[src/design/odac_map.svh]
/*
  Constants for the octal converter control block: bus address, command
  codes, clear codes and their values, reset values.
  Assumes inclusion by bare name from any design file that needs them.
*/
`ifndef ODAC_MAP_SVH
`define ODAC_MAP_SVH

// ------------------------------------------------------------
// serial bus address
// ------------------------------------------------------------
`define ODAC_ADDR_UPPER     6'h2a
`define ODAC_ADDR_UPPER_W   6

// ------------------------------------------------------------
// command byte layout and codes
// ------------------------------------------------------------
`define ODAC_CMD_MSB        7
`define ODAC_CMD_LSB        4
`define ODAC_CH_MSB         2
`define ODAC_CH_LSB         0
`define ODAC_CMD_WR_INPUT   4'h0
`define ODAC_CMD_WR_UPDATE  4'h1
`define ODAC_CMD_SET_CLEAR  4'h2
`define ODAC_CMD_REF_CTRL   4'h3

// ------------------------------------------------------------
// clear codes and values
// ------------------------------------------------------------
`define ODAC_CLR_ZERO       2'h0
`define ODAC_CLR_MID        2'h1
`define ODAC_CLR_FULL       2'h2
`define ODAC_VAL_ZERO       16'h0000
`define ODAC_VAL_MID        16'h8000
`define ODAC_VAL_FULL       16'hffff

// ------------------------------------------------------------
// reset values
// ------------------------------------------------------------
`define ODAC_RST_CLR_CODE   2'h0
`define ODAC_RST_CODE       16'h0000
`define ODAC_RST_REF_EN     1'b0

`endif

[src/design/odac_pkg.sv]
/*
  Types shared by the octal converter control block.
  Assumes nothing beyond a SystemVerilog compiler.
*/
package odac_pkg;

  typedef logic [15:0] odac_code_type;
  typedef logic [2:0]  odac_chan_type;

  typedef enum logic [3:0] {
    ODAC_IDLE   = 4'b0001,
    ODAC_RECV   = 4'b0010,
    ODAC_ACK    = 4'b0100,
    ODAC_IGNORE = 4'b1000
  } odac_state_type;

endpackage

[src/design/odac_chan_if.sv]
/*
  Bundle from the serial controller to the eight channel slices.
  Assumes one controller drives it and every slice only listens.
*/
`timescale 1ns/100ps
`default_nettype none

interface odac_chan_if;
  import odac_pkg::*;

  logic          wr_en;
  odac_chan_type wr_ch;
  odac_code_type wr_data;
  logic          wr_update;
  logic          load;
  logic          clear;
  odac_code_type clear_value;

  modport ctrl (output wr_en, wr_ch, wr_data, wr_update, load, clear, clear_value);
  modport chan (input wr_en, wr_ch, wr_data, wr_update, load, clear, clear_value);
endinterface

`default_nettype wire

[src/design/odac_channel.sv]
/*
  One converter channel: input register, converter register, pending flag.
  Assumes the controller's write and clear strobes are one cycle wide and on clk; load is a level.
*/
`timescale 1ns/100ps
`default_nettype none
`include "odac_map.svh"

module odac_channel
  import odac_pkg::*;
#(
  parameter odac_chan_type IDX = 3'h0
) (
  input  wire logic     clk,
  input  wire logic     reset,
  odac_chan_if.chan     bus,
  output odac_code_type dac_code_ff
);

  odac_code_type input_ff;
  logic          pending_ff;
  logic          hit;

  assign hit = bus.wr_en && (bus.wr_ch == IDX);

  // ------------------------------------------------------------
  // input register and pending flag
  // ------------------------------------------------------------
  always_ff @(posedge clk) begin
    if (reset) begin
      input_ff   <= `ODAC_RST_CODE;
      pending_ff <= 1'b0;
    end else if (bus.clear) begin
      // RULE_06 clear loads input
      input_ff   <= bus.clear_value;
      pending_ff <= 1'b0;
    end else if (hit) begin
      input_ff   <= bus.wr_data;
      pending_ff <= !bus.wr_update;
    end else if (bus.load) begin
      pending_ff <= 1'b0;
    end
  end

  // ------------------------------------------------------------
  // converter register
  // ------------------------------------------------------------
  always_ff @(posedge clk) begin
    if (reset) begin
      dac_code_ff <= `ODAC_RST_CODE;
    end else if (bus.clear) begin
      // RULE_06 clear loads converter
      dac_code_ff <= bus.clear_value;
    end else if (hit && bus.wr_update) begin
      dac_code_ff <= bus.wr_data;
    end else if (bus.load && pending_ff) begin
      // RULE_01 copy pending data
      dac_code_ff <= input_ff;
    end
  end

endmodule

`default_nettype wire

[src/design/odac_top.sv]
/*
  Octal converter control: two-wire serial slave, 32-bit shift register,
  load strobe update, asynchronous clear and reference control.
  Assumes all pins are asynchronous to clk and are synchronised here;
  the bus clock is far slower than clk (sampled, not used as a clock).
*/
// Overview of operation
// RULE_01 - load strobe low copies every pending input register to its converter register
// RULE_02 - the controller may tie the load strobe low instead of pulsing it
// RULE_03 - the address select pin is the slave address least significant bit
// RULE_04 - clear acts on a falling edge of its pin, independent of bus clock
// RULE_05 - while clear is low, load strobe pulses are ignored
// RULE_06 - a clear loads input and converter registers with the chosen clear code
// RULE_07 - after reset the clear code selects zero scale
// RULE_08 - serial data shifts through a 32-bit register on open-drain data line
// RULE_09 - reference pin is an input unless the internal reference is enabled
// RULE_10 - internal reference is off after reset, enabled only by a write
// RULE_11 - channel codes are straight binary
// RULE_12 - controller waits 300 ns after the ninth clock before the load strobe
// RULE_13 - eight independent channels A to H, each with two registers
`timescale 1ns/100ps
`default_nettype none
`include "odac_map.svh"

module odac_top
  import odac_pkg::*;
(
  input  wire logic     clk,
  input  wire logic     reset,
  input  wire logic     scl_in,
  input  wire logic     sda_in,
  output logic          sda_out_ff,
  output logic          sda_oe_ff,
  input  wire logic     load_strobe_n,
  input  wire logic     async_clear_in,
  input  wire logic     addr_select_lsb,
  output logic          ref_out_en_ff,
  output odac_code_type analog_out_a,
  output odac_code_type analog_out_b,
  output odac_code_type analog_out_c,
  output odac_code_type analog_out_d,
  output odac_code_type analog_out_e,
  output odac_code_type analog_out_f,
  output odac_code_type analog_out_g,
  output odac_code_type analog_out_h
);

  // ------------------------------------------------------------
  // pin synchronisers
  // ------------------------------------------------------------
  logic [4:0] meta_ff;
  logic [4:0] sync_ff;
  logic       scl_prev_ff;
  logic       sda_prev_ff;
  logic       clr_prev_ff;

  always_ff @(posedge clk) begin
    if (reset) begin
      meta_ff <= 5'h1f;
      sync_ff <= 5'h1f;
    end else begin
      meta_ff <= {addr_select_lsb, async_clear_in, load_strobe_n, sda_in, scl_in};
      sync_ff <= meta_ff;
    end
  end

  logic scl_s;
  logic sda_s;
  logic load_n_s;
  logic clr_s;
  logic addr_lsb_s;

  assign {addr_lsb_s, clr_s, load_n_s, sda_s, scl_s} = sync_ff;

  always_ff @(posedge clk) begin
    if (reset) begin
      scl_prev_ff <= 1'b1;
      sda_prev_ff <= 1'b1;
      clr_prev_ff <= 1'b1;
    end else begin
      scl_prev_ff <= scl_s;
      sda_prev_ff <= sda_s;
      clr_prev_ff <= clr_s;
    end
  end

  logic scl_rise;
  logic scl_fall;
  logic start_seen;
  logic stop_seen;
  logic clr_fall;

  assign scl_rise   = scl_s && !scl_prev_ff;
  assign scl_fall   = !scl_s && scl_prev_ff;
  assign start_seen = scl_s && scl_prev_ff && sda_prev_ff && !sda_s;
  assign stop_seen  = scl_s && scl_prev_ff && !sda_prev_ff && sda_s;
  // RULE_04 falling edge trigger
  assign clr_fall   = clr_prev_ff && !clr_s;

  // ------------------------------------------------------------
  // serial slave state machine
  // ------------------------------------------------------------
  odac_state_type state_ff;
  logic [31:0]    shift_ff;
  logic [2:0]     bit_cnt_ff;
  logic [1:0]     byte_idx_ff;
  logic           byte_done_ff;
  logic           match_ff;
  logic           exec_ff;
  logic [7:0]     rx_byte;

  assign rx_byte = {shift_ff[6:0], sda_s};

  always_ff @(posedge clk) begin
    if (reset) begin
      state_ff     <= ODAC_IDLE;
      shift_ff     <= 32'h0000_0000;
      bit_cnt_ff   <= 3'h0;
      byte_idx_ff  <= 2'h0;
      byte_done_ff <= 1'b0;
      match_ff     <= 1'b0;
      exec_ff      <= 1'b0;
    end else begin
      exec_ff <= 1'b0;
      if (start_seen) begin
        state_ff     <= ODAC_RECV;
        bit_cnt_ff   <= 3'h0;
        byte_idx_ff  <= 2'h0;
        byte_done_ff <= 1'b0;
      end else if (stop_seen) begin
        state_ff <= ODAC_IDLE;
      end else begin
        unique case (state_ff)
          ODAC_IDLE: begin
            state_ff <= ODAC_IDLE;
          end
          ODAC_RECV: begin
            if (scl_rise) begin
              // RULE_08 shift on bus clock
              shift_ff   <= {shift_ff[30:0], sda_s};
              bit_cnt_ff <= bit_cnt_ff + 3'h1;
              if (bit_cnt_ff == 3'h7) begin
                byte_done_ff <= 1'b1;
                if (byte_idx_ff == 2'h0) begin
                  // RULE_03 address lsb from pin
                  match_ff <= (rx_byte[7:1] == {`ODAC_ADDR_UPPER, addr_lsb_s}) &&
                              !rx_byte[0];
                end
                exec_ff <= (byte_idx_ff == 2'h3);
              end
            end else if (scl_fall && byte_done_ff) begin
              byte_done_ff <= 1'b0;
              state_ff     <= match_ff ? ODAC_ACK : ODAC_IGNORE;
            end
          end
          ODAC_ACK: begin
            if (scl_fall) begin
              state_ff    <= ODAC_RECV;
              byte_idx_ff <= (byte_idx_ff == 2'h3) ? 2'h1 : byte_idx_ff + 2'h1;
            end
          end
          ODAC_IGNORE: begin
            state_ff <= ODAC_IGNORE;
          end
        endcase
      end
    end
  end

  // open-drain: only ever pull low
  always_ff @(posedge clk) begin
    if (reset) begin
      sda_out_ff <= 1'b0;
      sda_oe_ff  <= 1'b0;
    end else begin
      sda_out_ff <= 1'b0;
      if (state_ff == ODAC_RECV && scl_fall && byte_done_ff && match_ff) begin
        sda_oe_ff <= 1'b1;
      end else if ((state_ff == ODAC_ACK && scl_fall) || start_seen || stop_seen) begin
        sda_oe_ff <= 1'b0;
      end
    end
  end

  // ------------------------------------------------------------
  // command decode, clear code, reference
  // ------------------------------------------------------------
  logic [3:0]    cmd;
  odac_chan_type cmd_ch;
  logic [1:0]    clr_code_ff;
  logic          wr_en_ff;
  logic          wr_update_ff;
  odac_chan_type wr_ch_ff;
  odac_code_type wr_data_ff;

  assign cmd    = shift_ff[16 + `ODAC_CMD_MSB:16 + `ODAC_CMD_LSB];
  assign cmd_ch = shift_ff[16 + `ODAC_CH_MSB:16 + `ODAC_CH_LSB];

  always_ff @(posedge clk) begin
    if (reset) begin
      // RULE_07 zero scale after reset
      clr_code_ff   <= `ODAC_RST_CLR_CODE;
      // RULE_09 reference pin is input
      // RULE_10 reference off at reset
      ref_out_en_ff <= `ODAC_RST_REF_EN;
    end else if (exec_ff && cmd == `ODAC_CMD_SET_CLEAR) begin
      clr_code_ff <= shift_ff[1:0];
    end else if (exec_ff && cmd == `ODAC_CMD_REF_CTRL) begin
      // RULE_10 enabled by write
      ref_out_en_ff <= shift_ff[0];
    end
  end

  // registered so the channel strobes are clean single cycles
  always_ff @(posedge clk) begin
    if (reset) begin
      wr_en_ff     <= 1'b0;
      wr_update_ff <= 1'b0;
      wr_ch_ff     <= 3'h0;
      wr_data_ff   <= `ODAC_RST_CODE;
    end else begin
      wr_en_ff     <= exec_ff && (cmd == `ODAC_CMD_WR_INPUT || cmd == `ODAC_CMD_WR_UPDATE);
      wr_update_ff <= (cmd == `ODAC_CMD_WR_UPDATE);
      wr_ch_ff     <= cmd_ch;
      // RULE_11 straight binary code
      wr_data_ff   <= shift_ff[15:0];
    end
  end

  // ------------------------------------------------------------
  // channel bundle and slices
  // ------------------------------------------------------------
  odac_chan_if   chan_bus ();
  odac_code_type codes [8];

  assign chan_bus.wr_en     = wr_en_ff;
  assign chan_bus.wr_ch     = wr_ch_ff;
  assign chan_bus.wr_data   = wr_data_ff;
  assign chan_bus.wr_update = wr_update_ff;
  // RULE_04 clear from pin edge
  assign chan_bus.clear     = clr_fall;
  // RULE_02 level sense covers tied low
  // RULE_05 ignored while clear low
  assign chan_bus.load      = !load_n_s && clr_s;
  assign chan_bus.clear_value = (clr_code_ff == `ODAC_CLR_MID)  ? `ODAC_VAL_MID  :
                                (clr_code_ff == `ODAC_CLR_FULL) ? `ODAC_VAL_FULL :
                                `ODAC_VAL_ZERO;

  // RULE_13 eight independent channels
  for (genvar i = 0; i < 8; i++) begin : g_chan
    odac_channel #(
      .IDX (3'(i))
    ) u_chan (
      .clk         (clk),
      .reset       (reset),
      .bus         (chan_bus.chan),
      .dac_code_ff (codes[i])
    );
  end

  assign analog_out_a = codes[0];
  assign analog_out_b = codes[1];
  assign analog_out_c = codes[2];
  assign analog_out_d = codes[3];
  assign analog_out_e = codes[4];
  assign analog_out_f = codes[5];
  assign analog_out_g = codes[6];
  assign analog_out_h = codes[7];

endmodule

`default_nettype wire

[config.mk]
export PLATFORM = sky130hd
export DESIGN_NAME = odac_top
export DESIGN_NICKNAME = d
export VERILOG_FILES = /design/src/design/odac_pkg.sv /design/src/design/odac_chan_if.sv /design/src/design/odac_channel.sv /design/src/design/odac_top.sv
export VERILOG_INCLUDE_DIRS = /design/src /design/src/design
export SDC_FILE = /design/constraint.sdc
export NUM_CORES = 1
export LEC_CHECK = 0
export BUFFER_PORTS_ARGS = -buffer_cell sky130_fd_sc_hd__buf_2
export CORE_MARGIN = 2
export CORE_UTILIZATION = 40
export DETAILED_ROUTE_END_ITERATION = 6
export MAX_ROUTING_LAYER = met4
export PLACE_DENSITY_LB_ADDON = 0.05
export SLEW_MARGIN = 20
export SYNTH_ARGS = -nofsm -noshare
export SYNTH_HDL_FRONTEND = slang
export SYNTH_HIERARCHICAL = 1
export SYNTH_SLANG_ARGS = --single-unit
[constraint.sdc]
create_clock -name clk -period 4.79 [get_ports clk]
set_input_delay 0.2395 -clock clk [delete_from_list [all_inputs] [get_ports clk]]
set_output_delay 0.2395 -clock clk [all_outputs]
set_load 0.02 [all_outputs]
==> results of run 1 <==
==> power by group through the flow <==
| stage | sequential [mW] | combinational (mW) | clock (mW) |
|---|---|---|---|
| 6_report | 2.93 | 0.427 | 3.14 |
| 5_1_grt | 2.94 | 0.476 | 3.32 |
| 4_1_cts | 2.93 | 0.422 | 3.21 |
| 3_5_place_dp | 2.99 | 0.417 | 0 |
| 2_1_floorplan | 3.00 | 0.307 | 0 |
| 3_3_place_gp | 2.99 | 0.410 | 0 |
==> cells in the final DEF (no fill, tap or decap), types with 3 or more instances in the layout <==
cell type / n
dfxtp_1: 335
inv_1: 150
o21ai_0: 146
buf_2: 135
a31oi_1: 130
nand2b_1: 129
o211a_1: 128
a32o_1: 125
mux2_2: 113
clkbuf_16: 41
buf_4: 25
nor2b_1: 22
nor2_1: 21
nand2_1: 21
o22a_1: 19
clkbuf_8: 14
or2_2: 13
a21oi_1: 13
mux2i_1: 11
nor4_1: 10
clkbuf_1: 9
a221oi_1: 8
a2111oi_4: 8
and2_1: 5
ha_1: 5
clkinv_2: 5
and2_4: 5
dlygate4sd3_1: 5
and4b_1: 4
nor2_2: 3
buf_6: 3
nor4bb_4: 3
a32o_2: 3
buf_12: 3
==> sequential cells by signal, summed over array words and instances, names as in the netlist, 2 cells and up <==
name	cells
byte_idx_ff	2
g_chan.u_chan/input_ff	128
bit_cnt_ff	3
state_ff	4
meta_ff	5
shift_ff	24
clr_code_ff	2
chan_bus.wr_ch	3
chan_bus.wr_data	16
sync_ff	5
g_chan.u_chan/dac_code_ff	128
g_chan.u_chan/pending_ff	8
==> logic make-up (layout without fill, tap and decap cells) <==
family	after synthesis	after routing	share of synthesized area, %
DFF	338	338	42.87
buffers and inverters	291	395	7.990
xor gates and xnor gates	4	4	0.2220
adders and majority gates	6	6	0.4756
muxes	124	124	8.759
AOI/OAI and AO/OA	586	586	29.66
and+or+nand+nor	255	255	10.00
other	1	2	0.02376
==> path summary, 6_finish.rpt <==
check / start / endpoint / slack, ns / depth (start not counted)
max: sync_ff[3] / g_chan[1].u_chan/dac_code_ff[3] / 1.85 / 5
min: reset / g_chan[2].u_chan/pending_ff / 0.26 / 2
min reg2reg: meta_ff[1] / sync_ff[1] / 0.41 / 1
max reg2reg: sync_ff[3] / g_chan[1].u_chan/dac_code_ff[3] / 1.85 / 5
==> layout make-up <==
type | count | area (sq um) | share of cell area, %
multi-input combinational | 976 | 7825 | 43.04
sequential | 338 | 6773 | 37.25
clock buffer | 64 | 1252 | 6.889
timing repair buffer | 171 | 1007 | 5.540
tap | 518 | 648.1 | 3.565
inverter | 150 | 563.0 | 3.097
clock inverter | 10 | 110.1 | 0.6056
antenna | 1 | 2.502 | 0.01376
==> through the flow <==
stage	area [sq um]	power [mW]	util (%)	std cells	setup WS, ns
after detailed placement	16720	3.408	43.07	2144	1.894
final	18180	6.492	46.83	2228	1.845
after CTS	18140	6.559	46.71	2223	1.880
after floorplan	15790	3.311	-	1605	1.292
after global routing	18180	6.735	46.82	2227	1.602
after global placement	16720	3.398	43.06	2144	1.954
==> what timing repair did <==
action / CTS / global route
hold buffers: 5 / 0
setup endpoints to repair: 0 / 0
hold endpoints to repair: 5 / 0
==> metal layers <==
metal	part of all wire, %	GRT usage (%)
met1	48	30.42
met2	46	36.31
met3	4.4	3.258
met4	2.3	6.752
met5	0	-
==> summary.txt, run 1 <==
Clock network
  – CTS sink cnt: between 300 and 400
  – Clock latency on the worst-skew pair: about 0.56 ns
  – # H-tree levels: 2
  – CTS Buf Count: 40
  – Root Driver: clkbuf_16
  – Post-cts resize count: 0
  – Postcts setup bufs: 0
  – CTS tree: built
  – Clk slew on worst S/H paths: about 0.060 ns
  – Max Root-Sink Buffers: 3

Synthesis
  – Top cell type's share of synthesized area: a little over two fifths
  – Dominant cell type by area after synthesis: dfxtp_1
  – Syn Inst Count: between 1.5k and 2k
  – Post-Syn Area: roughly 0.016 sq mm
  – Sequential-to-total area share from yosys stat: 42.87%
  – Ys flop type: dfxtp_1
  – Syn_area_per_cell: 9.835 sq um
  – #FFs+latches synth: ~340
  – EDFF count, synth: 0
  – Ys Warns: 6
  – Count leader, synth: dfxtp_1
  – Syn Nets: 1,618
  – Top post-synthesis cells by area: dfxtp_1 43%, o211a_1 8.1%, mux2_2 8.1%
  – Post-synth top cells: 338 x dfxtp_1, 150 x inv_1, 146 x o21ai_0, 130 x a31oi_1, 129 x nand2b_1
  – Yosys cell types: 50
  – FFs w/ async S/R, synth: 0%

Drt
  – Routed wire per std cell: roughly 21 um
  – Drt first pass iters: 4
  – DR iter-0 viols: between 900 and 1k
  – Vias: roughly 13k
  – ANT nets after route: 0
  – Final wirelength: 46,660 um
  – Via/cell ratio: ~5.7
  – Residual DRC count: 0

Placed design
  – Final Wtd Congestion: roughly 0.72
  – DP HPWL: about 26,000 um
  – Port bufs: 136

Floorplanning
  – Die ar.: ~0.041 sq mm
  – I/O pin count: 138
  – Die Height: ~200 um
  – Std-Cell Rows: approximately 70
  – Starting Density: 40.65%
  – Core area: 0.03883 sq mm
  – DIE WIDTH: between 200 and 250 um

Power and ir drop
  – Clk pwr share: between 40% and 50%
  – Leakage: roughly 8.3 nW
  – Comb pwr share: between 6 and 7%
  – Sequential share of power: a little under half
  – Max VDD drop: 0.2067 mV
  – Switch Pwr: between 1.5 and 2 mW
  – Power Internal: a little under 5 mW
  – Sw Share: approximately a quarter
  – Cell area power density: about 360 mW/mm^2

Setup path
  – CP Cell Sequence: nor2b_4 > buf_4 > buf_4 > nand2b_1 > a32o_1
  – Crit path capture type: register
  – Required @ worst endpoint: roughly 5.2 ns
  – Critical path class: register to register
  – CP arrival: 3.39 ns
  – Worst Path Buf+Inv: 2
  – CP most frequent cell: buf_4
  – Crit path launch type: register
  – CP top delay family: buffers and inverters
  – Slowest cell on the critical path: buf_4
  – Crit Path Max Fanout: just under 80
  – CP peak stage delay: about 0.74 ns

Timing
  – Fin Clk Skew: roughly 0.017 ns
  – Final Cycle Share: between 60% and 70%
  – Fin Hold WS: ~0.26 ns
  – Highest clock rate: 339.6 MHz
  – Min Tclk post-route: approximately 2.9 ns
  – RSZ-0062 raised after global routing: false
  – Finish-stage setup viols: 0
  – Final Hold Viols: 0
  – Worst Tran Pin Value: between 1 and 1.5 ns
  – Rel. slew slack: between 20% and 30%
  – Max-slew violation count: 0
  – Fin Setup TNS: 0 ns

Worst hold path
  – Hold Crit Class: primary input to register

Global routing
  – Grt ovf: 0
  – Largest net degree at the start of global routing: 160
  – Vias in the first global route: 12.22k
  – Initial antenna violation count: 0
  – Total GRT Usage: between 20% and 30%
  – First-pass GRT wire length: approximately 72,000 um

Layout
  – Area delta synth->final: 15.18%
  – Filler cells: about 3.7k
  – Nets: ~1.7k
  – Layout cells sized above 1: 22.76%

Status
  – Status: completed

Flow run
  – Max-Cap Viols: 0
(Power assumes the default switching activity.)
==> inputs of run 2 (changes only) <==
==> constraint.sdc (replaced) <==
create_clock -name clk -period 2.85 [get_ports clk]
set_input_delay 0.1425 -clock clk [delete_from_list [all_inputs] [get_ports clk]]
set_output_delay 0.1425 -clock clk [all_outputs]
set_load 0.02 [all_outputs]
==> summary.txt, run 2 (synthesis results as in run 1) <==
Drt
  – ANT nets after route: 0 (unchanged)
  – DR iter-0 viols: 874 (-6.5%)
  – Routed wire per std cell: 20.71 um (-1.1%)
  – Residual DRC count: 0 (unchanged)
  – Vias: 12.91k (+1.3%)
  – Drt first pass iters: 5 (+1)
  – Final wirelength: 46,910 um (+0.53%)
  – Via/cell ratio: 5.699 (-0.31%)

Clock network
  – # H-tree levels: 2 (unchanged)
  – Postcts setup bufs: 0 (unchanged)
  – Post-cts resize count: 0 (unchanged)
  – Max Root-Sink Buffers: 3 (unchanged)
  – CTS Buf Count: 40 (unchanged)
  – CTS tree: built
  – Clk slew on worst S/H paths: 0.06 ns (about the same)
  – CTS sink cnt: 338 (unchanged)
  – CTS Hold Bufs: 5 (unchanged)
  – Root Driver: clkbuf_16
  – Clock latency on the worst-skew pair: 0.57 ns (about the same)

Global routing
  – Total GRT Usage: 23.07% (+0.15 points)
  – Grt ovf: 0 (unchanged)
  – Initial antenna violation count: 1 (+1)
  – Vias in the first global route: 12.57k (+2.9%)
  – Largest net degree at the start of global routing: 121 (-24%)
  – First-pass GRT wire length: 72,650 um (+1.2%)

Floorplanning
  – I/O pin count: 138 (unchanged)
  – Core area: 0.03883 sq mm (unchanged)
  – Std-Cell Rows: 72 (unchanged)
  – DIE WIDTH: 202.7 um (unchanged)
  – Starting Density: 40.65% (unchanged)
  – Die Height: 202.7 um (unchanged)
  – Die ar.: 0.04107 sq mm (unchanged)

Power and ir drop
  – Sequential share of power: 46.0% (+0.9 points)
  – Clk pwr share: 47.2% (-1.1 points)
  – Cell area power density: 581.9 mW/mm^2 (+63%)
  – Total power: 10.71 mW (+65%)
  – Max VDD drop: 0.4418 mV (+110%)
  – Switch Pwr: 2.539 mW (+66%)
  – Comb pwr share: 6.9% (+0.3 points)
  – Sw Share: 23.70% (+0.20 points)
  – Power Internal: 8.174 mW (+65%)
  – Leakage: 8.437 nW (+1.9%)

Placed design
  – Port bufs: 136 (unchanged)
  – Final Wtd Congestion: 0.7520 (+3.8%)
  – DP Cell Count: 2,185 (+1.9%)
  – DP HPWL: 27,200 um (+5.9%)

Status
  – Status: completed

Timing
  – Highest clock rate: 423.1 MHz (+25%)
  – Min Tclk post-route: 2.363 ns (-0.5813 ns)
  – Max-slew violation count: 0 (unchanged)
  – Fin Clk Skew: 0.02513 ns (+0.008066 ns)
  – Finish-stage setup viols: 0 (unchanged)
  – Final Hold Viols: 0 (unchanged)
  – Worst Tran Pin Value: 1.057 ns (-0.09707 ns)
  – Final Cycle Share: 82.92% (+21 points)
  – RSZ-0062 raised after global routing: false
  – Rel. slew slack: 29.42% (+6.4 points)
  – Fin Setup TNS: 0 ns (unchanged)

Layout
  – Nets: 1,727 (+2.2%)
  – Commonest non-fill, non-tap cells in the layout: 337 x dfxtp_1, 150 x inv_1, 146 x o21ai_0
  – Area delta synth->final: 16.62%
  – Layout cells sized above 1: 23.77% (+1.0 points)
  – Regs by FF count: g_chan.u_chan/dac_code_ff: 128 flops, g_chan.u_chan/input_ff: 128 flops, shift_ff: 24 flops
  – Filler cells: 3,670 (+0.25%)
  – Final non-filler cell total: 2,265 (+1.7%)
  – Commonest non-fill, non-tap cell in the layout: dfxtp_1

Setup path
  – Crit path capture type: register
  – Critical path class: register to register
  – Crit Path Max Fanout: 18 (-77%)
  – CP arrival: 2.85 ns (-0.54 ns)
  – Crit path launch type: register
  – Worst reg-to-reg path cell count: 4 (-1)
  – Required @ worst endpoint: 3.33 ns (-1.90 ns)

Worst hold path
  – Hold Crit Class: primary input to register
  – Hold Path Depth: 2 (unchanged)

Flow run
  – Max-Cap Viols: 0 (unchanged)
[run 2: cell count changes in the layout (fill, tap and decap cells not counted)]
| cell | delta |
|---|---|
| buf_6 | -3 |
| nor2_1 | +2 |
| clkinv_2 | +2 |
| clkbuf_8 | -8 |
| nor2_2 | -2 |
| dfxtp_1 | +2 |
| buf_12 | +4 |
| buf_4 | +36 |
| dfxtp_2 | -2 |
| clkinvlp_4 | -1 |
| clkbuf_1 | +7 |
[run 2: metrics by stage]
step           utilization, %  setup WS [ns]  instance area, sq um  hold slack, ns
4_1_cts                 47.41         0.4834                 18410          0.1603
3_5_place_dp            43.98         0.5106                 17080          0.3282
3_3_place_gp            43.98         0.5586                 17080          0.3243
6_report                47.41         0.4868                 18410          0.1842
5_1_grt                 47.41         0.3419                 18410          0.2289
2_1_floorplan               -         0.2825                 15790          0.2212
[run 2: final cells by class]
cell class / count / area [sq um] / area share (%)
multi-input combinational: 976 / 7820 / 42.48
sequential: 338 / 6770 / 36.78
timing repair buffer: 208 / 1324 / 7.191
clock buffer: 63 / 1169 / 6.348
tap: 518 / 648.1 / 3.521
inverter: 150 / 563.0 / 3.059
clock inverter: 11 / 112.6 / 0.6117
antenna: 1 / 2.502 / 0.01359
[run 2: final timing paths]
| check | startpoint | to | slack [ns] |
|---|---|---|---|
| worst max-delay path | chan_bus.wr_ch[1] | g_chan[4].u_chan/dac_code_ff[7] | 0.49 |
| worst min-delay path | reset | match_ff | 0.18 |
| worst max register to register | chan_bus.wr_ch[1] | g_chan[4].u_chan/dac_code_ff[7] | 0.49 |
| worst min register to register | meta_ff[2] | sync_ff[2] | 0.41 |
[run 2: power by group through the flow]
stage / Clock (mW) / Sequential, mW / Combinational [mW]
2_1_floorplan: 0 / 5.05 / 0.514
3_3_place_gp: 0 / 5.02 / 0.720
3_5_place_dp: 0 / 5.03 / 0.734
4_1_cts: 5.20 / 4.92 / 0.741
5_1_grt: 5.38 / 4.94 / 0.821
6_report: 5.05 / 4.92 / 0.738
[run 2: routing by layer]
metal  wire length [um]  up-vias  GRT usage [%]
met5                  0        -              -
met4                920        0          6.100
met3               2008       67          3.291
met2              21980      263          37.08
met1              22000     6365          30.47
li1                   -     6213              -
[run 2: critical path: stages (launching register included)]
cell       delay, ns
dfxtp_1         0.57
nor4bb_4        0.10
and2_1          0.41
a2111oi_4       0.99
a32o_1          0.22
==> inputs of run 3 (changes only) <==
==> constraint.sdc (replaced) <==
create_clock -name clk -period 1.9 [get_ports clk]
set_input_delay 0.095 -clock clk [delete_from_list [all_inputs] [get_ports clk]]
set_output_delay 0.095 -clock clk [all_outputs]
set_load 0.02 [all_outputs]
==> summary.txt, run 3 (synthesis results as in run 1) <==
Timing
  – Highest clock rate: 548.8 MHz (+30%)
  – Min Tclk post-route: 1.822 ns (-0.5412 ns)
  – RSZ-0062 raised after global routing: false
  – Final Hold Viols: 0 (unchanged)
  – Fin Setup TNS: 0 ns (unchanged)
  – Fin Clk Skew: 0.01582 ns (-0.009313 ns)
  – Max-slew violation count: 0 (unchanged)
  – Final setup margin: 0.07798 ns (-0.4088 ns)
  – Rel. slew slack: 22.93% (-6.5 points)
  – Final Cycle Share: 95.90% (+13 points)
  – Finish-stage setup viols: 0 (unchanged)
  – Worst Tran Pin Value: 1.155 ns (+0.09722 ns)

Drt
  – Residual DRC count: 0 (unchanged)
  – Routed wire per std cell: 20.46 um (-1.2%)
  – Via/cell ratio: 5.677 (-0.38%)
  – Vias: 13.05k (+1.1%)
  – Final wirelength: 47,040 um (+0.29%)
  – Drt first pass iters: 5 (unchanged)
  – ANT nets after route: 0 (unchanged)
  – DR iter-0 viols: 813 (-7.0%)

Clock network
  – CTS tree: built
  – Max Root-Sink Buffers: 3 (unchanged)
  – Clk slew on worst S/H paths: 0.06 ns (about the same)
  – Root Driver: clkbuf_16
  – CTS sink cnt: 338 (unchanged)
  – CTS Buf Count: 40 (unchanged)
  – Clock latency on the worst-skew pair: 0.55 ns (-0.02 ns)
  – # H-tree levels: 2 (unchanged)

Layout
  – Final non-filler cell total: 2,299 (+1.5%)
  – Commonest non-fill, non-tap cell in the layout: dfxtp_1
  – Area delta synth->final: 20.96%
  – Commonest non-fill, non-tap cells in the layout: 333 x dfxtp_1, 150 x inv_1, 146 x o21ai_0
  – Nets: 1,767 (+2.3%)
  – Layout cells sized above 1: 26.45% (+2.7 points)
  – Antenna Cells: 0 (-1)
  – Final Util: 49.18% (+1.8 points)
  – Regs by FF count: g_chan.u_chan/dac_code_ff: 128 flops, g_chan.u_chan/input_ff: 128 flops, shift_ff: 24 flops

Setup path
  – R2R Path End: g_chan[0].u_chan/input_ff[11]
  – Required @ worst endpoint: 2.33 ns (-1.00 ns)
  – CP most frequent cell: buf_4
  – Crit path launch type: register
  – Slowest cell on the critical path: dfxtp_2
  – Crit Path Max Fanout: 12 (-6)
  – R2R Setup Slk: 0.08 ns (-0.41 ns)
  – Worst reg-to-reg path cell count: 6 (+2)
  – Critical path class: register to register
  – Crit path capture type: register
  – CP Cell Sequence: buf_4 > nor4b_4 > buf_12 > buf_4 > mux2_2 > o211a_1
  – CP peak stage delay: 0.35 ns (-0.64 ns)
  – CP arrival: 2.26 ns (-0.59 ns)
  – Worst R2R Start: chan_bus.wr_ch[0]

Placed design
  – Final Wtd Congestion: 0.7601 (+1.1%)
  – Pre-CTS WS: -0.2070 ns (-0.7176 ns)
  – DP HPWL: 28,160 um (+3.5%)
  – Port bufs: 136 (unchanged)
  – DP Cell Count: 2,219 (+1.6%)

Worst hold path
  – Hold endpoint: meta_ff[1]
  – Hold Crit Class: primary input to register
  – Hold path start: sda_in
  – Hold Path Depth: 3 (+1)

Floorplanning
  – Die ar.: 0.04107 sq mm (unchanged)
  – Starting Density: 40.65% (unchanged)
  – Die Height: 202.7 um (unchanged)
  – Core area: 0.03883 sq mm (unchanged)
  – I/O pin count: 138 (unchanged)
  – Std-Cell Rows: 72 (unchanged)
  – DIE WIDTH: 202.7 um (unchanged)

Global routing
  – Total GRT Usage: 23.10% (+0.035 points)
  – First-pass GRT wire length: 72,330 um (-0.44%)
  – Largest net degree at the start of global routing: 89 (-26%)
  – Initial antenna violation count: 0 (-1)
  – Vias in the first global route: 12.33k (-1.9%)
  – Grt ovf: 0 (unchanged)

Power and ir drop
  – Cell area power density: 838.1 mW/mm^2 (+44%)
  – Leakage: 8.734 nW (+3.5%)
  – Max VDD drop: 0.5723 mV (+30%)

Flow run
  – Max-Cap Viols: 0 (unchanged)

Status
  – Status: completed
==> run 3: cell count changes in the layout (fill, tap and decap cells not counted), sizes merged <==
cell	change
buf	+38
bufbuf	+1
bufinv	-1
clkbuf	-1
clkinv	-4
clkinvlp	+1
diode	-1
dlygate4sd3	+1
==> run 3: worst max-delay path by stage <==
stage / from / endpoint / slack, ns / cells past startpoint
2_1_floorplan: sync_ff[3] / g_chan[0].u_chan/input_ff[0] / -0.03 / 4
3_3_place_gp: chan_bus.wr_ch[1] / g_chan[1].u_chan/dac_code_ff[12] / -0.20 / 5
3_5_place_dp: chan_bus.wr_ch[1] / g_chan[1].u_chan/dac_code_ff[8] / -0.21 / 5
6_report: chan_bus.wr_ch[0] / g_chan[0].u_chan/input_ff[11] / 0.08 / 6
5_1_grt: chan_bus.wr_ch[2] / g_chan[1].u_chan/dac_code_ff[11] / 0.009 / 7
4_1_cts: chan_bus.wr_ch[0] / g_chan[2].u_chan/input_ff[10] / 0.005 / 5
==> run 3: power breakdown <==
group / switching (mW) / internal, mW / total [mW]
Sequential: 0.0943 / 7.28 / 7.38
Clock: 3.02 / 4.44 / 7.46
Combinational: 0.651 / 0.508 / 1.16
Total: 3.77 / 12.2 / 16.0
==> run 3: metrics by stage <==
stage | hold WS, ns | power (mW) | instance area, sq um
CTS | 0.2297 | 16.21 | 19030
finish | 0.2593 | 16.00 | 19090
floorplan | 0.1737 | 8.350 | 15850
global placement | 0.2788 | 8.649 | 17590
global route | 0.2545 | 16.67 | 19090
detailed placement | 0.2786 | 8.672 | 17590
==> run 3: critical path: cells and delay by family, from the launching register on <==
family | cells | cell delay [ns]
simple gates | 1 | 0.31
compound gates | 1 | 0.20
flops | 1 | 0.35
mux | 1 | 0.34
buf+inv | 3 | 0.50
==> run 3: layer usage <==
| layer | vias up | track usage (%) | wire length, um |
|---|---|---|---|
| met5 | - | - | 0 |
| met1 | 6411 | 31.02 | 22200 |
| met3 | 82 | 3.644 | 2002 |
| li1 | 6297 | - | - |
| met2 | 262 | 35.93 | 21680 |
| met4 | 0 | 6.778 | 1161 |
==> run 3: final cells by class <==
cell class | instances | area (sq um)
Sequential cell | 338 | 6778
Inverter | 150 | 563.0
Multi-Input combinational cell | 976 | 7904
Clock buffer | 62 | 1195
Clock inverter | 7 | 70.07
Fill cell | 3695 | 19730
Timing Repair Buffer | 248 | 1936
Tap cell | 518 | 648.1
==> run 3: what timing repair did <==
item,in CTS,in global routing
buffers inserted,3,1
endpoints found under the setup margin,163,154
pin swaps,1,4
gates resized for setup,15,16
gates cloned,1,0
hold buffers,6,0
endpoints found under the hold margin,6,0
